File: src/verilog/led_pkg.sv
// status indicator package: timing, codes, carriers and state types
// assumes one 125 MHz clock; pattern timing runs off a 1 ms enable pulse
package led_pkg;

  // ----------------------------------------------------------------
  // timebase
  // ----------------------------------------------------------------
  localparam int CLK_PERIOD_NS = 8;
  localparam int MS_NS = 1_000_000;
  localparam int MS_CYCLES = MS_NS / CLK_PERIOD_NS;
  localparam int MS_CNT_W = 17;

  // ----------------------------------------------------------------
  // pattern phase lengths in ms
  // ----------------------------------------------------------------
  localparam int FLASH_ON_MS = 200;
  localparam int BLINK_OFF_MS = 200;
  localparam int FLASH_GAP_MS = 200;
  localparam int FLASH_PAUSE_MS = 1000;
  localparam int FLICKER_MS = 50;
  localparam int BLINK_PERIOD_MS = FLASH_ON_MS + BLINK_OFF_MS;
  localparam int SINGLE_PERIOD_MS = FLASH_ON_MS + FLASH_PAUSE_MS;
  localparam int DOUBLE_PERIOD_MS = 2 * FLASH_ON_MS + FLASH_GAP_MS + FLASH_PAUSE_MS;
  localparam int FLICKER_PERIOD_MS = 2 * FLICKER_MS;
  localparam int PAT_MS_W = 11;
  localparam int FLK_CNT_W = 6;

  // ----------------------------------------------------------------
  // widths and codes
  // ----------------------------------------------------------------
  localparam int NUM_PORTS = 2;
  localparam int ALIAS_W = 16;
  localparam int NUM_ERR = 5;
  localparam logic [7:0] AL_CHANGE_ERR = 8'h01;
  localparam logic [3:0] ST_INIT = 4'h1;
  localparam logic [3:0] ST_PREOP = 4'h2;
  localparam logic [3:0] ST_BOOT = 4'h3;
  localparam logic [3:0] ST_SAFEOP = 4'h4;
  localparam logic [3:0] ST_OP = 4'h8;
  // error condition bit positions
  localparam int E_PDI_WD = 0;
  localparam int E_CONFIG = 1;
  localparam int E_BOOT = 2;
  localparam int E_AUTO = 3;
  localparam int E_APP_WD = 4;

  typedef enum logic [2:0] {
    PAT_OFF, PAT_ON, PAT_BLINK, PAT_SINGLE, PAT_DOUBLE, PAT_FLICKER
  } pattern_t;

  typedef enum logic [2:0] {
    ERR_NONE, ERR_PDI_WD, ERR_CONFIG, ERR_BOOT, ERR_AUTO_CHANGE, ERR_APP_WD
  } err_sel_t;

  // ----------------------------------------------------------------
  // carriers
  // ----------------------------------------------------------------
  typedef struct packed {
    logic dc_bus_present;
    logic drive_enabled;
    logic drive_fault;
    logic logic_supply_ok;
    logic [NUM_PORTS-1:0] link;
    logic [NUM_PORTS-1:0] activity;
  } pin_in_t;

  typedef struct packed {
    logic [3:0] state;
    logic booting;
    logic fw_download;
    logic [7:0] al_change;
    logic pdi_wd_timeout;
    logic config_error;
    logic boot_error;
    logic app_state_change;
    logic app_wd_timeout;
  } fieldbus_in_t;

  typedef struct packed {
    logic master_we;
    logic [ALIAS_W-1:0] master_alias;
    logic setup_we;
    logic [ALIAS_W-1:0] setup_alias;
  } alias_in_t;

  // ----------------------------------------------------------------
  // module state
  // ----------------------------------------------------------------
  typedef struct packed {
    pattern_t cur;
    logic [PAT_MS_W-1:0] ms;
    logic on;
  } pat_state_t;

  typedef struct packed {
    pin_in_t s1;
    pin_in_t s2;
    logic [MS_CNT_W-1:0] ms_cnt;
    logic ms_tick;
    logic [FLK_CNT_W-1:0] flk_cnt;
    logic flk_phase;
    logic [NUM_PORTS-1:0] act_hold;
    logic [NUM_PORTS-1:0] port_active;
    logic [NUM_PORTS-1:0] port_led;
    logic [NUM_ERR-1:0] err_prev;
    err_sel_t err_sel;
    logic bridge_green;
    logic bridge_red;
    logic logic_led;
    logic net_led;
    logic err_led;
    logic [ALIAS_W-1:0] station_alias;
  } top_state_t;

endpackage : led_pkg

File: src/verilog/status_led_ctrl.sv
// drive status indicator top: bridge, logic supply, port, network, error leds
// assumes pin levels are asynchronous and fieldbus signals share mclk
//
// Operation
// - bridge led green: bus powered, drive enabled
// - bridge led red while drive faulted
// - logic led green while 5 V present
// - port led: on link, flicker traffic, dark otherwise
// - network led steady in operational
// - preop: network led blinks 200/200 ms
// - safeop: network single flash 200/1000 ms
// - booting, bootstrap, download: network flicker 50/50
// - network led dark in init state
// - error led steady on PDI watchdog timeout
// - error led blinks on configuration error
// - error led flickers on boot error in init state, flag 0x01
// - error single flash on autonomous state change
// - error double flash on application watchdog
// - station alias held, set by master or setup
module status_led_ctrl import led_pkg::*; #(
  parameter int MS_CYCLES_P = MS_CYCLES
) (
  input wire logic mclk,
  input wire logic rst_b,
  input wire pin_in_t pins,
  input wire fieldbus_in_t fbus,
  input wire alias_in_t alias_in,
  output logic bridge_led_green,
  output logic bridge_led_red,
  output logic logic_supply_led,
  output logic [NUM_PORTS-1:0] port_link_activity_led,
  output logic network_state_led,
  output logic error_led,
  output logic [ALIAS_W-1:0] station_alias
);

  top_state_t q_reg;
  top_state_t q_next;
  pattern_t net_pat;
  pattern_t err_pat;
  logic net_on;
  logic err_on;
  logic [NUM_ERR-1:0] err_cond;
  logic [NUM_ERR-1:0] err_raised;

  // ----------------------------------------------------------------
  // error selection helpers
  // ----------------------------------------------------------------
  // fixed order breaks ties between conditions raised together and picks the fallback when the selected one clears
  function automatic err_sel_t pick_err(input logic [NUM_ERR-1:0] v);
    if (v[E_PDI_WD]) begin
      pick_err = ERR_PDI_WD;
    end else if (v[E_APP_WD]) begin
      pick_err = ERR_APP_WD;
    end else if (v[E_BOOT]) begin
      pick_err = ERR_BOOT;
    end else if (v[E_AUTO]) begin
      pick_err = ERR_AUTO_CHANGE;
    end else if (v[E_CONFIG]) begin
      pick_err = ERR_CONFIG;
    end else begin
      pick_err = ERR_NONE;
    end
  endfunction : pick_err

  function automatic logic sel_active(input err_sel_t s, input logic [NUM_ERR-1:0] v);
    case (s)
      ERR_PDI_WD: sel_active = v[E_PDI_WD];
      ERR_CONFIG: sel_active = v[E_CONFIG];
      ERR_BOOT: sel_active = v[E_BOOT];
      ERR_AUTO_CHANGE: sel_active = v[E_AUTO];
      ERR_APP_WD: sel_active = v[E_APP_WD];
      default: sel_active = 1'b0;
    endcase
  endfunction : sel_active

  // ----------------------------------------------------------------
  // pattern selection
  // ----------------------------------------------------------------
  // network led from fieldbus state; boot activity overrides
  always_comb begin
    if (fbus.booting || fbus.fw_download || fbus.state == ST_BOOT) begin
      net_pat = PAT_FLICKER;
    end else begin
      case (fbus.state)
        ST_OP: net_pat = PAT_ON;
        ST_PREOP: net_pat = PAT_BLINK;
        ST_SAFEOP: net_pat = PAT_SINGLE;
        default: net_pat = PAT_OFF;
      endcase
    end
  end

  // error conditions, boot and autonomous cases qualified by the flag
  always_comb begin
    err_cond = '0;
    err_cond[E_PDI_WD] = fbus.pdi_wd_timeout;
    err_cond[E_CONFIG] = fbus.config_error;
    err_cond[E_BOOT] = fbus.boot_error && fbus.state == ST_INIT
      && fbus.al_change == AL_CHANGE_ERR;
    err_cond[E_AUTO] = fbus.app_state_change && fbus.al_change == AL_CHANGE_ERR;
    err_cond[E_APP_WD] = fbus.app_wd_timeout;
    err_raised = err_cond & ~q_reg.err_prev;
  end

  // selected error to pattern
  always_comb begin
    case (q_reg.err_sel)
      ERR_PDI_WD: err_pat = PAT_ON;
      ERR_CONFIG: err_pat = PAT_BLINK;
      ERR_BOOT: err_pat = PAT_FLICKER;
      ERR_AUTO_CHANGE: err_pat = PAT_SINGLE;
      ERR_APP_WD: err_pat = PAT_DOUBLE;
      default: err_pat = PAT_OFF;
    endcase
  end

  // ----------------------------------------------------------------
  // pattern sequencers on the shared timebase
  // ----------------------------------------------------------------
  led_pattern_gen net_gen (
    .mclk(mclk),
    .rst_b(rst_b),
    .ms_tick(q_reg.ms_tick),
    .pattern(net_pat),
    .lit(net_on)
  );

  led_pattern_gen err_gen (
    .mclk(mclk),
    .rst_b(rst_b),
    .ms_tick(q_reg.ms_tick),
    .pattern(err_pat),
    .lit(err_on)
  );

  // ----------------------------------------------------------------
  // next state
  // ----------------------------------------------------------------
  always_comb begin
    q_next = q_reg;
    // two-stage pin synchroniser
    q_next.s1 = pins;
    q_next.s2 = q_reg.s1;

    // millisecond divider
    if (q_reg.ms_cnt == MS_CNT_W'(MS_CYCLES_P - 1)) begin
      q_next.ms_cnt = '0;
      q_next.ms_tick = 1'b1;
    end else begin
      q_next.ms_cnt = q_reg.ms_cnt + MS_CNT_W'(1);
      q_next.ms_tick = 1'b0;
    end

    // port flicker phase; traffic seen in a period drives the next one
    q_next.act_hold = q_reg.act_hold | q_reg.s2.activity;
    if (q_reg.ms_tick) begin
      if (q_reg.flk_cnt == FLK_CNT_W'(FLICKER_MS - 1)) begin
        q_next.flk_cnt = '0;
        q_next.flk_phase = ~q_reg.flk_phase;
        if (q_reg.flk_phase) begin
          q_next.port_active = q_reg.act_hold | q_reg.s2.activity;
          q_next.act_hold = '0;
        end
      end else begin
        q_next.flk_cnt = q_reg.flk_cnt + FLK_CNT_W'(1);
      end
    end
    q_next.port_led = q_reg.s2.link
      & (~q_reg.port_active | {NUM_PORTS{~q_reg.flk_phase}});

    // bridge and logic supply indication
    q_next.bridge_green = q_reg.s2.dc_bus_present && q_reg.s2.drive_enabled
      && !q_reg.s2.drive_fault;
    q_next.bridge_red = q_reg.s2.drive_fault;
    q_next.logic_led = q_reg.s2.logic_supply_ok;

    // latest raised condition wins; fall back when it clears
    q_next.err_prev = err_cond;
    if (|err_raised) begin
      q_next.err_sel = pick_err(err_raised);
    end else if (!sel_active(q_reg.err_sel, err_cond)) begin
      q_next.err_sel = pick_err(err_cond);
    end

    // alias store, network write first
    if (alias_in.master_we) begin
      q_next.station_alias = alias_in.master_alias;
    end else if (alias_in.setup_we) begin
      q_next.station_alias = alias_in.setup_alias;
    end

    q_next.net_led = net_on;
    q_next.err_led = err_on;
  end

  always_ff @(posedge mclk or negedge rst_b) begin
    if (!rst_b) begin
      q_reg <= '0;
    end else begin
      q_reg <= q_next;
    end
  end

  // outputs straight from state
  assign bridge_led_green = q_reg.bridge_green;
  assign bridge_led_red = q_reg.bridge_red;
  assign logic_supply_led = q_reg.logic_led;
  assign port_link_activity_led = q_reg.port_led;
  assign network_state_led = q_reg.net_led;
  assign error_led = q_reg.err_led;
  assign station_alias = q_reg.station_alias;
endmodule : status_led_ctrl

File: src/verilog/led_pattern_gen.sv
// one led pattern sequencer: off, on, blink, single, double flash, flicker
// assumes a one-cycle ms_tick enable from a shared millisecond divider
module led_pattern_gen import led_pkg::*; (
  input wire logic mclk,
  input wire logic rst_b,
  input wire logic ms_tick,
  input wire pattern_t pattern,
  output logic lit
);

  pat_state_t q_reg;
  pat_state_t q_next;

  // ----------------------------------------------------------------
  // pattern decode
  // ----------------------------------------------------------------
  function automatic logic [PAT_MS_W-1:0] period_of(input pattern_t p);
    case (p)
      PAT_BLINK: period_of = PAT_MS_W'(BLINK_PERIOD_MS);
      PAT_SINGLE: period_of = PAT_MS_W'(SINGLE_PERIOD_MS);
      PAT_DOUBLE: period_of = PAT_MS_W'(DOUBLE_PERIOD_MS);
      PAT_FLICKER: period_of = PAT_MS_W'(FLICKER_PERIOD_MS);
      default: period_of = PAT_MS_W'(1);
    endcase
  endfunction : period_of

  function automatic logic lit_of(input pattern_t p, input logic [PAT_MS_W-1:0] ms);
    case (p)
      PAT_ON: lit_of = 1'b1;
      PAT_BLINK: lit_of = (ms < PAT_MS_W'(FLASH_ON_MS));
      PAT_SINGLE: lit_of = (ms < PAT_MS_W'(FLASH_ON_MS));
      PAT_DOUBLE: lit_of = (ms < PAT_MS_W'(FLASH_ON_MS))
        || (ms >= PAT_MS_W'(FLASH_ON_MS + FLASH_GAP_MS)
        && ms < PAT_MS_W'(2 * FLASH_ON_MS + FLASH_GAP_MS));
      PAT_FLICKER: lit_of = (ms < PAT_MS_W'(FLICKER_MS));
      default: lit_of = 1'b0;
    endcase
  endfunction : lit_of

  // ----------------------------------------------------------------
  // sequencer
  // ----------------------------------------------------------------
  // restart on change, else step one ms per tick and wrap at the period
  always_comb begin
    q_next = q_reg;
    if (pattern != q_reg.cur) begin
      q_next.cur = pattern;
      q_next.ms = '0;
    end else if (ms_tick) begin
      if (q_reg.ms >= period_of(q_reg.cur) - PAT_MS_W'(1)) begin
        q_next.ms = '0;
      end else begin
        q_next.ms = q_reg.ms + PAT_MS_W'(1);
      end
    end
    q_next.on = lit_of(q_next.cur, q_next.ms);
  end

  always_ff @(posedge mclk or negedge rst_b) begin
    if (!rst_b) begin
      q_reg <= '0;
    end else begin
      q_reg <= q_next;
    end
  end

  assign lit = q_reg.on;
endmodule : led_pattern_gen

File: config.mk
export PLATFORM = sky130hd
export DESIGN_NAME = status_led_ctrl
export DESIGN_NICKNAME = d
export VERILOG_FILES = /design/src/verilog/led_pkg.sv /design/src/verilog/status_led_ctrl.sv /design/src/verilog/led_pattern_gen.sv
export SDC_FILE = /design/constraint.sdc
export NUM_CORES = 1
export LEC_CHECK = 0
export ABC_CLOCK_PERIOD_IN_PS = 3500
export BUFFER_PORTS_ARGS = -buffer_cell sky130_fd_sc_hd__buf_4
export CORE_ASPECT_RATIO = 0.5
export CORE_MARGIN = 1
export CORE_UTILIZATION = 25
export DETAILED_ROUTE_END_ITERATION = 10
export PLACE_DENSITY = 0.47
export SYNTH_ARGS = -nofsm -noshare
export SYNTH_HDL_FRONTEND = slang
export SYNTH_SLANG_ARGS = --single-unit
export TNS_END_PERCENT = 30
File: constraint.sdc
create_clock -name mclk -period 3.5 [get_ports mclk]
set_input_delay 0.175 -clock mclk [delete_from_list [all_inputs] [get_ports mclk]]
set_output_delay 0.175 -clock mclk [all_outputs]
set_load 0.02 [all_outputs]
### Yosys cells after proc, flatten, opt, wreduce, memory -nomap -nowiden

Cells that the tools add are included.

| word-level totals | value |
|---|---|
| input bits | 63 |
| bits in registers | 106 |
| logic and storage cells | 148 |
| output and inout bits | 23 |

| operators by class | value |
|---|---|
| add/sub/neg operators | 6 |
| muxes and demuxes | 40 |
| bitwise logic cells | 7 |
| equality and inequality tests | 34 |
| reductions and logical operators | 18 |
| order comparisons | 10 |

Operators by type and width:

| kind | number |
|---|---|
| $mux 11 | 10 |
| $pmux 11 s4 | 2 |
| $mux 3 | 13 |
| $mux 16 | 2 |
| $eq 3x2->1 const B | 10 |
| $eq 3x3->1 const B | 10 |
| $add 11x1->11 const B | 2 |
| $ge 11x11->1 | 2 |
| $ge 11x9->1 const B | 2 |
| $lt 11x10->1 const B | 2 |
| $lt 11x6->1 const B | 2 |
| $lt 11x8->1 const B | 2 |
| $sub 11x1->11 const B | 2 |
| $mux 18 | 1 |
| $add 17x1->17 const B | 1 |
| $eq 17x17->1 const B | 1 |
| $pmux 3 s5 | 1 |
| $mux 4 | 3 |
| $eq 3x1->1 const B | 3 |
| $eq 4x2->1 const B | 2 |
| $eq 8x1->1 const B | 1 |
| $pmux 1 s4 | 2 |
| $logic_and 1x1->1 | 7 |
| $add 6x1->6 const B | 1 |
| 24 further kinds | 31 |

### Longest topological paths before layout

Gate-level depths: netlist of run 1.

| logic depth | value |
|---|---|
| word-level depth | 14 |
| mapped depth | 11 |
| gate-level depth less buffers | 11 |

### Modules after synthesis

From an unflattened synthesis of run 1, not the netlist that was laid out.

| second synthesis, totals | value |
|---|---|
| cell total of the unflattened synthesis | 580 |
| area total of the unflattened synthesis | 5,880.6 um^2 |

By module, submodules not included:

| module | area an instance (um^2) | instances | seq. area each (um^2) | cells an instance |
|---|---|---|---|---|
| status_led_ctrl | 3,352.0 | 1 | 1,901.8 | 296 |
| led_pattern_gen (err_gen) | 1,321.3 | 1 | 375.4 | 148 |
| led_pattern_gen (net_gen) | 1,207.4 | 1 | 375.4 | 136 |

### Worst setup path before layout of run 1

No wires, ideal clock.

| timing path | value |
|---|---|
| path type | flip-flop to flip-flop |
| from | register net_gen.q_reg[13] in the netlist's numbering |
| to | register net_gen.q_reg[1] in the netlist's numbering |
| buffers on the path | 1 |
| cell stages (with the launch flop) | 12 |
| clock period less this slack | 2.518 ns |
| path slack | 0.982 ns |
| setup time | 0.072 ns |
| arrival time | 2.447 ns |
| path through | dfrtp_1 nor2b_1 nand2b_1 a21boi_0 ha_1 nand4_1 a21oi_1 a2111oi_0 o31ai_1 a21o_1 buf_6 nor2_1 |

RTL lines:

| what | RTL line | source |
|---|---|---|
| from (decl) | led_pattern_gen.sv:11 | `pat_state_t q_reg;` |
| from (signal assigned) | led_pattern_gen.sv:63 | `q_reg <= q_next;` |

==> flow_results.org, run 1 <==
** Synthesis
- Count of synthesis-stage warnings from yosys :: 0
- Top area cells in the synthesized netlist :: sky130_fd_sc_hd__dfrtp_1, sky130_fd_sc_hd__ha_1, sky130_fd_sc_hd__xnor2_1
- Averaged over all synthesized cells, the footprint is 9.906 um2.
- Leading cell type by number of instances after synthesis :: sky130_fd_sc_hd__dfrtp_1
- Area of the mapped netlist :: 5756 um2
- Cells after synthesis :: 581
- Yosys mapped a number of flops with a built-in enable equal to 0.
- The synthesized design devotes to its leading area cell type 46.09% of total area.
- Post-Synthesis Net Count :: 671
- After synthesis, the most frequently instantiated cells are sky130_fd_sc_hd__dfrtp_1, sky130_fd_sc_hd__nand2_1, sky130_fd_sc_hd__nor2_1.
- Flip-flop cell with the highest count after synthesis :: sky130_fd_sc_hd__dfrtp_1
- Cell type with the largest total area after synthesis :: sky130_fd_sc_hd__dfrtp_1
- Register bit total from synthesis :: 106
- Sequential elements use 46.09% of the synthesized area.
- Count of unique library cells instantiated by Yosys :: 62
- Async set-reset flop share out of synthesis :: 100.0%

** Floorplanning
- The die is 109.3 um tall.
- I/O pins :: 86
- The floorplan step defined a die boundary enclosing 23,670 um2.
- The total area inside the core boundary comes to 22,110 um2.
- Once the floorplan was initialized, standard cells occupied 26.03% of the core.
- The die is 216.6 um wide.
- Standard-cell row count :: 38

** Placed design
- DP Cell Count :: 930
- Port Buffer Count :: 85
- Once detailed placement completed, the half-perimeter wirelength came to 9.273 mm.
- At the end of routability-driven placement, the weighted congestion stood at 0.7828.
- Timing analysis after detailed placement gives a worst setup slack of 828.2 ps.

** STA
- Min Tclk post-route :: 2667 ps
- The count of final hold-check violations was 0.
- Based on the critical path, the design can be clocked at up to 0.3750 GHz.
- After routing, the total negative slack on setup checks comes to 0 ps.
- The number of max-slew violations in the final report came to 0.
- Worst slew pin tran :: 676.5 ps
- Once routing completed, OpenROAD measured the worst setup slack at 833.2 ps.
- Final worst clock skew :: 8.916 ps
- In this run the tightest slew margin relative to its limit is 54.90%.
- Unrepaired setup endpoints after global routing :: false
- Setup violations remaining at the end of the flow were counted as 0.
- Fraction of the cycle the final worst path needs :: 76.20%

** Setup path
- Highest fanout seen on the critical path :: 9
- Measured in cells, the most critical reg-to-reg path has a length of 11.
- Kind of end point of the critical path :: register
- The worst register-to-register path begins at net_gen.q_reg[13]$_DFF_PN0_.
- Crit path DAT :: 2960 ps
- STA classifies the critical path startpoint as a register.
- The endpoint identified for the worst register-to-register timing path is net_gen.q_reg[3]$_DFF_PN0_.
- Data on the critical path is required at its endpoint by 3790 ps.
- R2R Setup Slk :: 830 ps
- By startpoint and endpoint, the worst setup path is classified as register to register.

** Clock tree
- Number of H-tree levels :: 3
- Buffers inserted by post-CTS timing repair :: 0
- After clock tree synthesis, the clock-pin slew on the worst setup and hold paths is 80 ps.
- TritonCTS sink count :: 106
- Insertion delay to the later sink of the worst-skew pair :: 360 ps
- Buffers from clock root to sink, at most :: 2
- Number of buffers created by CTS :: 9
- CTS tree :: built
- The tree is rooted in a sky130_fd_sc_hd__clkbuf_16.

** Pwr
- In this run the power density over the cells is 397.6 nW/um2.
- Cell internal power was estimated by the tool at 2.043 mW.
- Sequential cells account for 47.1% of the total power.
- Power spent charging and discharging nets :: 734.4 uW
- Worst-case vdd ir drop :: 0.0002545 V
- The analysis attributes to cell leakage a power of 3.070 nW.
- Of the total power, combinational logic draws 14.1%.
- Fraction of power spent switching nets :: 26.44%
- Power share of the clock group :: 38.9%

** Layout
- Final net count :: 743
- Utilization after layout :: 31.60%
- Max FFs per register :: 43
- Area growth from synthesis to final layout :: 21.39%
- The filler cells instantiated in the layout total 2,280.
- Number of inserted diodes :: 0
- Share of post-route cells with drive strength above 1 :: 17.17%
- Once layout is complete, the cells apart from fillers number 958.

** Job
- Max-cap violations in this run came to 0.

** Worst hold path
- Hold Crit Depth :: 3
- Type of the worst min-delay path :: primary input to register
- The worst hold path begins at alias_in[29].
- Worst-case hold path end point :: station_alias[12]$_DFFE_PN0P_

** Global route
- Number of antenna violations at the first check in global routing :: 0
- Total routing resource utilization after global routing :: 11.40%
- Leftover overflow at the end of global routing :: 0
- Number of global-route vias before repair :: 4,248
- Entering global routing, the biggest net connects 53 pins.
- Global-route wire length before repair :: 21.48 mm

** Routing
- Final routed DRC violation total :: 0
- The detailed router finished its first iteration with 263 violations.
- The routed layout has 4,362 vias.
- The final layout contains routed wiring with a total length of 12.82 mm.
- Vias per cell :: 4.553
- WL/cell :: 13.38 um
- Number of nets with antenna violations after detailed routing :: 0
- Count of TritonRoute iterations in the first routing pass :: 4

** Outcome
- The flow ran to the end, and the final reports show no timing, DRC or antenna violations.
==> power groups by stage <==
stage                     Clock (mW)  Sequential (mW)  Combinational (mW)
after global routing            1.18             1.32               0.440
after detailed placement           0             1.33               0.386
after CTS                       1.13             1.31               0.399
final                           1.08             1.31               0.391
after global placement             0             1.33               0.385
after floorplan                    0             1.32               0.257
==> layout make-up <==
type	instances	area, um2	area share (%)
inverter	13	48.80	0.6984
timing repair buffer	102	795.8	11.39
multi-input combinational	421	2804	40.13
clock buffer	11	242.7	3.474
clock inverter	5	67.56	0.9670
tap	300	375.4	5.372
sequential	106	2653	37.97
==> repair_timing <==
item	in CTS	in global routing
hold endpoints to repair	61	0
gates resized for setup	0	0
hold buffers	12	0
==> worst max path at each step <==
| stage | startpoint | endpoint | cells past startpoint |
|---|---|---|---|
| after global routing | net_gen.q_reg[13]$_DFF_PN0_ | net_gen.q_reg[3]$_DFF_PN0_ | 11 |
| after detailed placement | net_gen.q_reg[13]$_DFF_PN0_ | net_gen.q_reg[4]$_DFF_PN0_ | 11 |
| after floorplan | net_gen.q_reg[13]$_DFF_PN0_ | net_gen.q_reg[1]$_DFF_PN0_ | 11 |
| after global placement | net_gen.q_reg[13]$_DFF_PN0_ | net_gen.q_reg[5]$_DFF_PN0_ | 11 |
| final | net_gen.q_reg[13]$_DFF_PN0_ | net_gen.q_reg[3]$_DFF_PN0_ | 11 |
| after CTS | net_gen.q_reg[13]$_DFF_PN0_ | net_gen.q_reg[3]$_DFF_PN0_ | 11 |
==> layer usage <==
metal | part of all wire [%] | global-route usage [%] | vias up
met1 | 50 | 15.38 | 2092
met4 | 1.1 | 3.370 | 0
li1 | - | - | 2202
met5 | 0 | 0 | -
met3 | 3.2 | 2.766 | 10
met2 | 45 | 18.18 | 58
==> through the flow <==
step	hold WS (ps)	total power, mW	area [um2]
floorplan	-120.6	1.573	5756
global placement	272.7	1.716	6556
detailed placement	268.7	1.718	6556
CTS	9.134	2.834	6987
global route	12.69	2.935	6987
finish	25.05	2.778	6987
==> placed cells by master, fill, tap and decap left out, drive strengths merged, types with 6 or more instances in the layout <==
cell type / netlist / layout
buf: 30 / 90
o211ai: 7 / 7
xor2: 13 / 13
dlygate4sd3: 0 / 12
a21oi: 22 / 22
o21ai: 26 / 26
inv: 13 / 16
nand2: 52 / 52
and2: 6 / 6
nand4: 13 / 13
nor4: 8 / 8
mux2i: 22 / 22
nor2b: 11 / 11
nand3: 23 / 23
clkbuf: 11 / 11
nand2b: 19 / 19
xnor2: 27 / 27
nor2: 47 / 47
or3: 7 / 7
ha: 27 / 27
dfrtp: 106 / 106
nor3: 13 / 13
a211oi: 7 / 7
and3: 10 / 10
==> cells by family after synthesis <==
logic type | after synthesis | synth area share [%]
flip-flops | 106 | 46.09
AND/OR/NAND/NOR | 226 | 20.50
XOR/XNOR | 40 | 6.087
multiplexers | 25 | 4.413
buffers and inverters | 54 | 5.196
AO/OA/AOI/OAI | 103 | 11.85
adder cells (fa/ha/maj) | 27 | 5.869
==> critical path: stages (launching register included) <==
cell                        delay, ps
sky130_fd_sc_hd__dfrtp_1          400
sky130_fd_sc_hd__nor2b_1          300
sky130_fd_sc_hd__nand2b_1         130
sky130_fd_sc_hd__a21boi_0         140
sky130_fd_sc_hd__ha_1             320
sky130_fd_sc_hd__nand4_1          120
sky130_fd_sc_hd__a21oi_1           50
sky130_fd_sc_hd__a2111oi_0        390
sky130_fd_sc_hd__buf_4            200
sky130_fd_sc_hd__o31ai_1           80
sky130_fd_sc_hd__a21o_1           310
sky130_fd_sc_hd__nor2_1           150
(Power assumes the default switching activity.)
==> inputs of run 2 (changes only) <==
ABC_AREA = 1   (was not set)
ABC_CLOCK_PERIOD_IN_PS = 2600   (was 3500)
clock period = 2.6 ns   (was 3.5 ns; I/O delays follow)
==> run 2 against run 1 <==
Against the previous run: sequential power grew 34%; largest power group unchanged; register-to-register slack lost 700 ps; maximum frequency grew 8.3%; die area grew 0.79%; largest cell class is now registers; global-route usage grew 0.12 points; clock skew shrank 1.2 ps; design area grew 8.0%; synthesized cell count grew 26%; setup slack lost 700 ps.
==> flow_results.org, run 2 <==
** Outcome
- The flow ran to the end, and the final reports show no timing, DRC or antenna violations.

** Pwr
- The worst-case IR drop observed on VDD is 0.0003644 V.
- For this design the static power due to leakage is 3.775 nW.
- In this run the power density over the cells is 514.6 nW/um2.
- Summing internal, switching and leakage power gives 3.883 mW.
- The internal portion of the total power is 2.811 mW.
- Gate power share :: 18.1%
- Power share of the clock group :: 36.4%
- Of the total power, the share spent switching nets is 27.61%.
- Power spent charging and discharging nets :: 1.072 mW
- Register share of total power :: 45.4%

** Synthesis
- Count of synthesis-stage warnings from yosys :: 0
- Among all cell types in the netlist, the one instantiated most often is sky130_fd_sc_hd__nand2_1.
- The synthesized design spends more area on one cell type than any other, namely sky130_fd_sc_hd__dfrtp_1.
- Flip-flop cell with the highest count after synthesis :: sky130_fd_sc_hd__dfrtp_1
- The synthesized design devotes to its leading area cell type 45.72% of total area.
- Leading post-synthesis cells by instance count :: sky130_fd_sc_hd__nand2_1, sky130_fd_sc_hd__dfrtp_1, sky130_fd_sc_hd__inv_1
- Count of unique library cells instantiated by Yosys :: 40
- Register bit total from synthesis :: 106
- Summing every instance area after synthesis gives 5802 um2.
- By area the synthesized netlist is led by sky130_fd_sc_hd__dfrtp_1, sky130_fd_sc_hd__nand2_1, sky130_fd_sc_hd__inv_1.
- Per-instance average area after synthesis :: 7.937 um2
- Counting flops with a built-in enable in the synthesized netlist gives 0.
- Cells after synthesis :: 731
- Async set-reset flop share out of synthesis :: 100.0%
- Sequential-to-total area share from yosys stat :: 45.72%
- Post-Synthesis Net Count :: 821

** Floorplanning
- After floorplanning, the core was divided into 38 placement rows.
- 86 I/O pins were placed.
- Floorplan die height :: 109.7 um
- The floorplan step defined a die boundary enclosing 23,860 um2.
- Measured along the x axis, the die boundary spans 217.4 um.
- For this configuration, the core starts out at a cell density of 26.13%.
- In this run the standard cell core region covers 22,200 um2.

** STA
- Setup violations remaining at the end of the flow were counted as 0.
- Fraction of the cycle the final worst path needs :: 94.73%
- Headroom to the max-slew limit came out at 61.09%.
- Min Tclk post-route :: 2463 ps
- The count of final hold-check violations came to 0.
- Between clock sinks in the finished design, the worst skew comes to 7.676 ps.
- Achievable frequency :: 0.4060 GHz
- Pins over their slew limit :: 0
- Unrepaired setup endpoints after global routing :: true
- For the pin with the worst max-slew slack, the measured transition is 583.7 ps.
- Summed over all failing endpoints, the final setup total negative slack is 0 ps.

** Layout
- The register with the most flip-flops in the layout has 43 of them.
- Most common cell after layout, fill and taps aside :: sky130_fd_sc_hd__nand2_1
- Commonest cells after routing, fill and taps aside :: sky130_fd_sc_hd__nand2_1, sky130_fd_sc_hd__dfrtp_1, sky130_fd_sc_hd__inv_1
- In the final design database the tool counted 946 nets.
- Area of all sequential standard cells :: 2655 um2
- The multi-input combinational cells in the finished layout cover a total of 2651 um2.
- Area growth from synthesis to final layout :: 30.08%
- The number of antenna diodes in the final layout is 0.
- The layout has 2,303 filler cells.
- Cells with a size suffix above 1 make up 18.12% of the layout.

** Routing
- The first detailed-routing pass ran for 5 iterations.
- After the first detailed-routing iteration, the DRC count stood at 292.
- The final layout contains routed wiring with a total length of 12.98 mm.
- WL/cell :: 11.18 um
- Number of nets with antenna violations after detailed routing :: 0
- Vias per cell :: 4.212
- Final routed DRC violation total :: 0
- The detailed router placed 4,890 vias in this run.

** Setup path
- In this run the worst path has a maximum fanout of 10.
- R2R Setup Slk :: 140 ps
- First element of the critical path :: err_gen.q_reg[13]$_DFF_PN0_
- For the worst flop-to-flop path, the logic depth is 16.
- Worst-path cell chain :: nor3_2, a21oi_1, ha_1, nand2_1, inv_1, a21oi_1, nand2_1, o21bai_2, buf_6, nand2_8, nor2_4, nor2_1, nor3_1, nor2_1, nor2_1, nand2_1
- Type of the worst setup path :: register to register
- In this design, the largest share of critical-path delay is due to simple AND/OR/NAND/NOR gates.
- Data on the critical path is required at its endpoint by 2830 ps.
- Critical register-to-register path startpoint :: err_gen.q_reg[13]$_DFF_PN0_
- The largest individual stage delay along the critical path comes from the cell sky130_fd_sc_hd__dfrtp_2.
- The largest single stage delay on the critical path is 440 ps.
- In this run the critical register-to-register path is captured at err_gen.lit$_DFF_PN0_.
- The number of buffers and inverters on the critical path is 2.
- Crit path DAT :: 2690 ps
- Kind of end point of the critical path :: register
- The worst setup path is launched from a register.

** Worst hold path
- Type of the worst min-delay path :: primary input to register
- The startpoint identified for the worst hold timing path is alias_in[24].
- The worst hold path was traced through 3 stages.
- The worst hold path terminates at station_alias[7]$_DFFE_PN0P_.

** Global route
- Total routing resource utilization after global routing :: 11.52%
- The first global-routing pass estimated 22.40 mm of wire.
- Summed over all layers, the global routing overflow is 0.
- The number of antenna violations at the first check in global routing came to 0.
- Number of global-route vias before repair :: 4,896
- Largest net degree at the start of global routing :: 107

** Clock tree
- After clock tree synthesis, the clock-pin slew on the worst setup and hold paths is 80 ps.
- The clock net in this run drives a total of 106 sinks.
- Insertion delay to the later sink of the worst-skew pair :: 340 ps
- Buffers added to address setup during post-CTS repair amount to 0.
- Library cell used as clock root buffer :: sky130_fd_sc_hd__clkbuf_16
- In this run the number of H-tree levels came out at 3.
- In this run the deepest clock path goes through 2 buffers.
- TritonCTS built the clock tree.
- Buffers inserted during clock tree synthesis total 9.

** Placed design
- Final weighted congestion in routability-driven placement :: 0.8005
- Port Buffer Count :: 85
- After legalization and detailed placement, the total HPWL measured 9.709 mm.

** Job
- Maximum Capacitance Violations :: 0
==> run 2: how the worst max path moves through the flow <==
stage	end	slack [ps]	cells after the start
2_1_floorplan	err_gen.lit$_DFF_PN0_	150	19
3_3_place_gp	err_gen.lit$_DFF_PN0_	-30	17
3_5_place_dp	err_gen.lit$_DFF_PN0_	-40	19
4_1_cts	err_gen.lit$_DFF_PN0_	9	20
5_1_grt	err_gen.lit$_DFF_PN0_	-90	22
6_report	err_gen.lit$_DFF_PN0_	140	16
==> run 2: final cells by class <==
class | instances | area share, %
timing repair buffer | 139 | 15.43
inverter | 104 | 5.172
clock inverter | 6 | 0.9450
sequential | 106 | 35.18
multi-input combinational | 496 | 35.13
clock buffer | 10 | 3.166
tap | 300 | 4.973
==> run 2: metal layers <==
layer / share of wire (%) / global-route usage (%) / up-vias / wire (um)
met5: 0 / 0 / - / 0
met4: 0.93 / 2.767 / 0 / 121
met3: 2.1 / 2.047 / 9 / 275
met2: 47 / 20.06 / 60 / 6078
met1: 50 / 14.88 / 2268 / 6502
li1: - / - / 2553 / -
==> run 2: cell families (layout without fill, tap and decap cells) <==
| kind of cell | Yosys count | in the layout | synth area share, % |
|---|---|---|---|
| muxes | 1 | 1 | 0.1725 |
| xor gates and xnor gates | 23 | 23 | 3.472 |
| AOI/OAI and AO/OA | 59 | 59 | 5.737 |
| DFF | 106 | 106 | 45.72 |
| buffers and inverters | 129 | 259 | 9.661 |
| adders and majority gates | 27 | 27 | 5.823 |
| and+or+nand+nor | 386 | 386 | 29.42 |
==> run 2: worst register-to-register path: stages, from the launching register on <==
cell,delay (ps)
sky130_fd_sc_hd__dfrtp_2,440
sky130_fd_sc_hd__nor3_2,250
sky130_fd_sc_hd__a21oi_1,70
sky130_fd_sc_hd__ha_1,300
sky130_fd_sc_hd__nand2_1,80
sky130_fd_sc_hd__inv_1,50
sky130_fd_sc_hd__a21oi_1,140
sky130_fd_sc_hd__nand2_1,90
sky130_fd_sc_hd__o21bai_2,150
sky130_fd_sc_hd__buf_6,170
sky130_fd_sc_hd__nand2_8,100
sky130_fd_sc_hd__nor2_4,100
sky130_fd_sc_hd__nor2_1,50
sky130_fd_sc_hd__nor3_1,150
sky130_fd_sc_hd__nor2_1,60
sky130_fd_sc_hd__nor2_1,110
sky130_fd_sc_hd__nand2_1,60
==> run 2: power groups by stage <==
stage / registers [mW] / clock network, mW / logic (mW)
6_report: 1.76 / 1.41 / 0.705
2_1_floorplan: 1.79 / 0 / 0.402
3_5_place_dp: 1.79 / 0 / 0.629
3_3_place_gp: 1.79 / 0 / 0.625
5_1_grt: 1.77 / 1.55 / 0.790
4_1_cts: 1.76 / 1.47 / 0.694
==> run 2: per-stage QoR <==
stage	worst slack, ps	hold slack (ps)	area [um2]	utilization [%]	std cells
2_1_floorplan	154.0	-165.6	5802	-	731
3_3_place_gp	-34.18	240.5	6748	30.39	1103
3_5_place_dp	-39.94	240.6	6748	30.39	1103
4_1_cts	9.259	4.964	7486	33.71	1161
5_1_grt	-91.57	12.39	7547	33.99	1161
6_report	137.0	14.19	7547	33.99	1161
==> run 2: repair_timing <==
| item | CTS | global route |
|---|---|---|
| hold buffers | 42 | 0 |
| endpoints found under the setup margin | 1 | 3 |
| hold endpoints to repair | 133 | 0 |
| gates resized for setup | 2 | 18 |
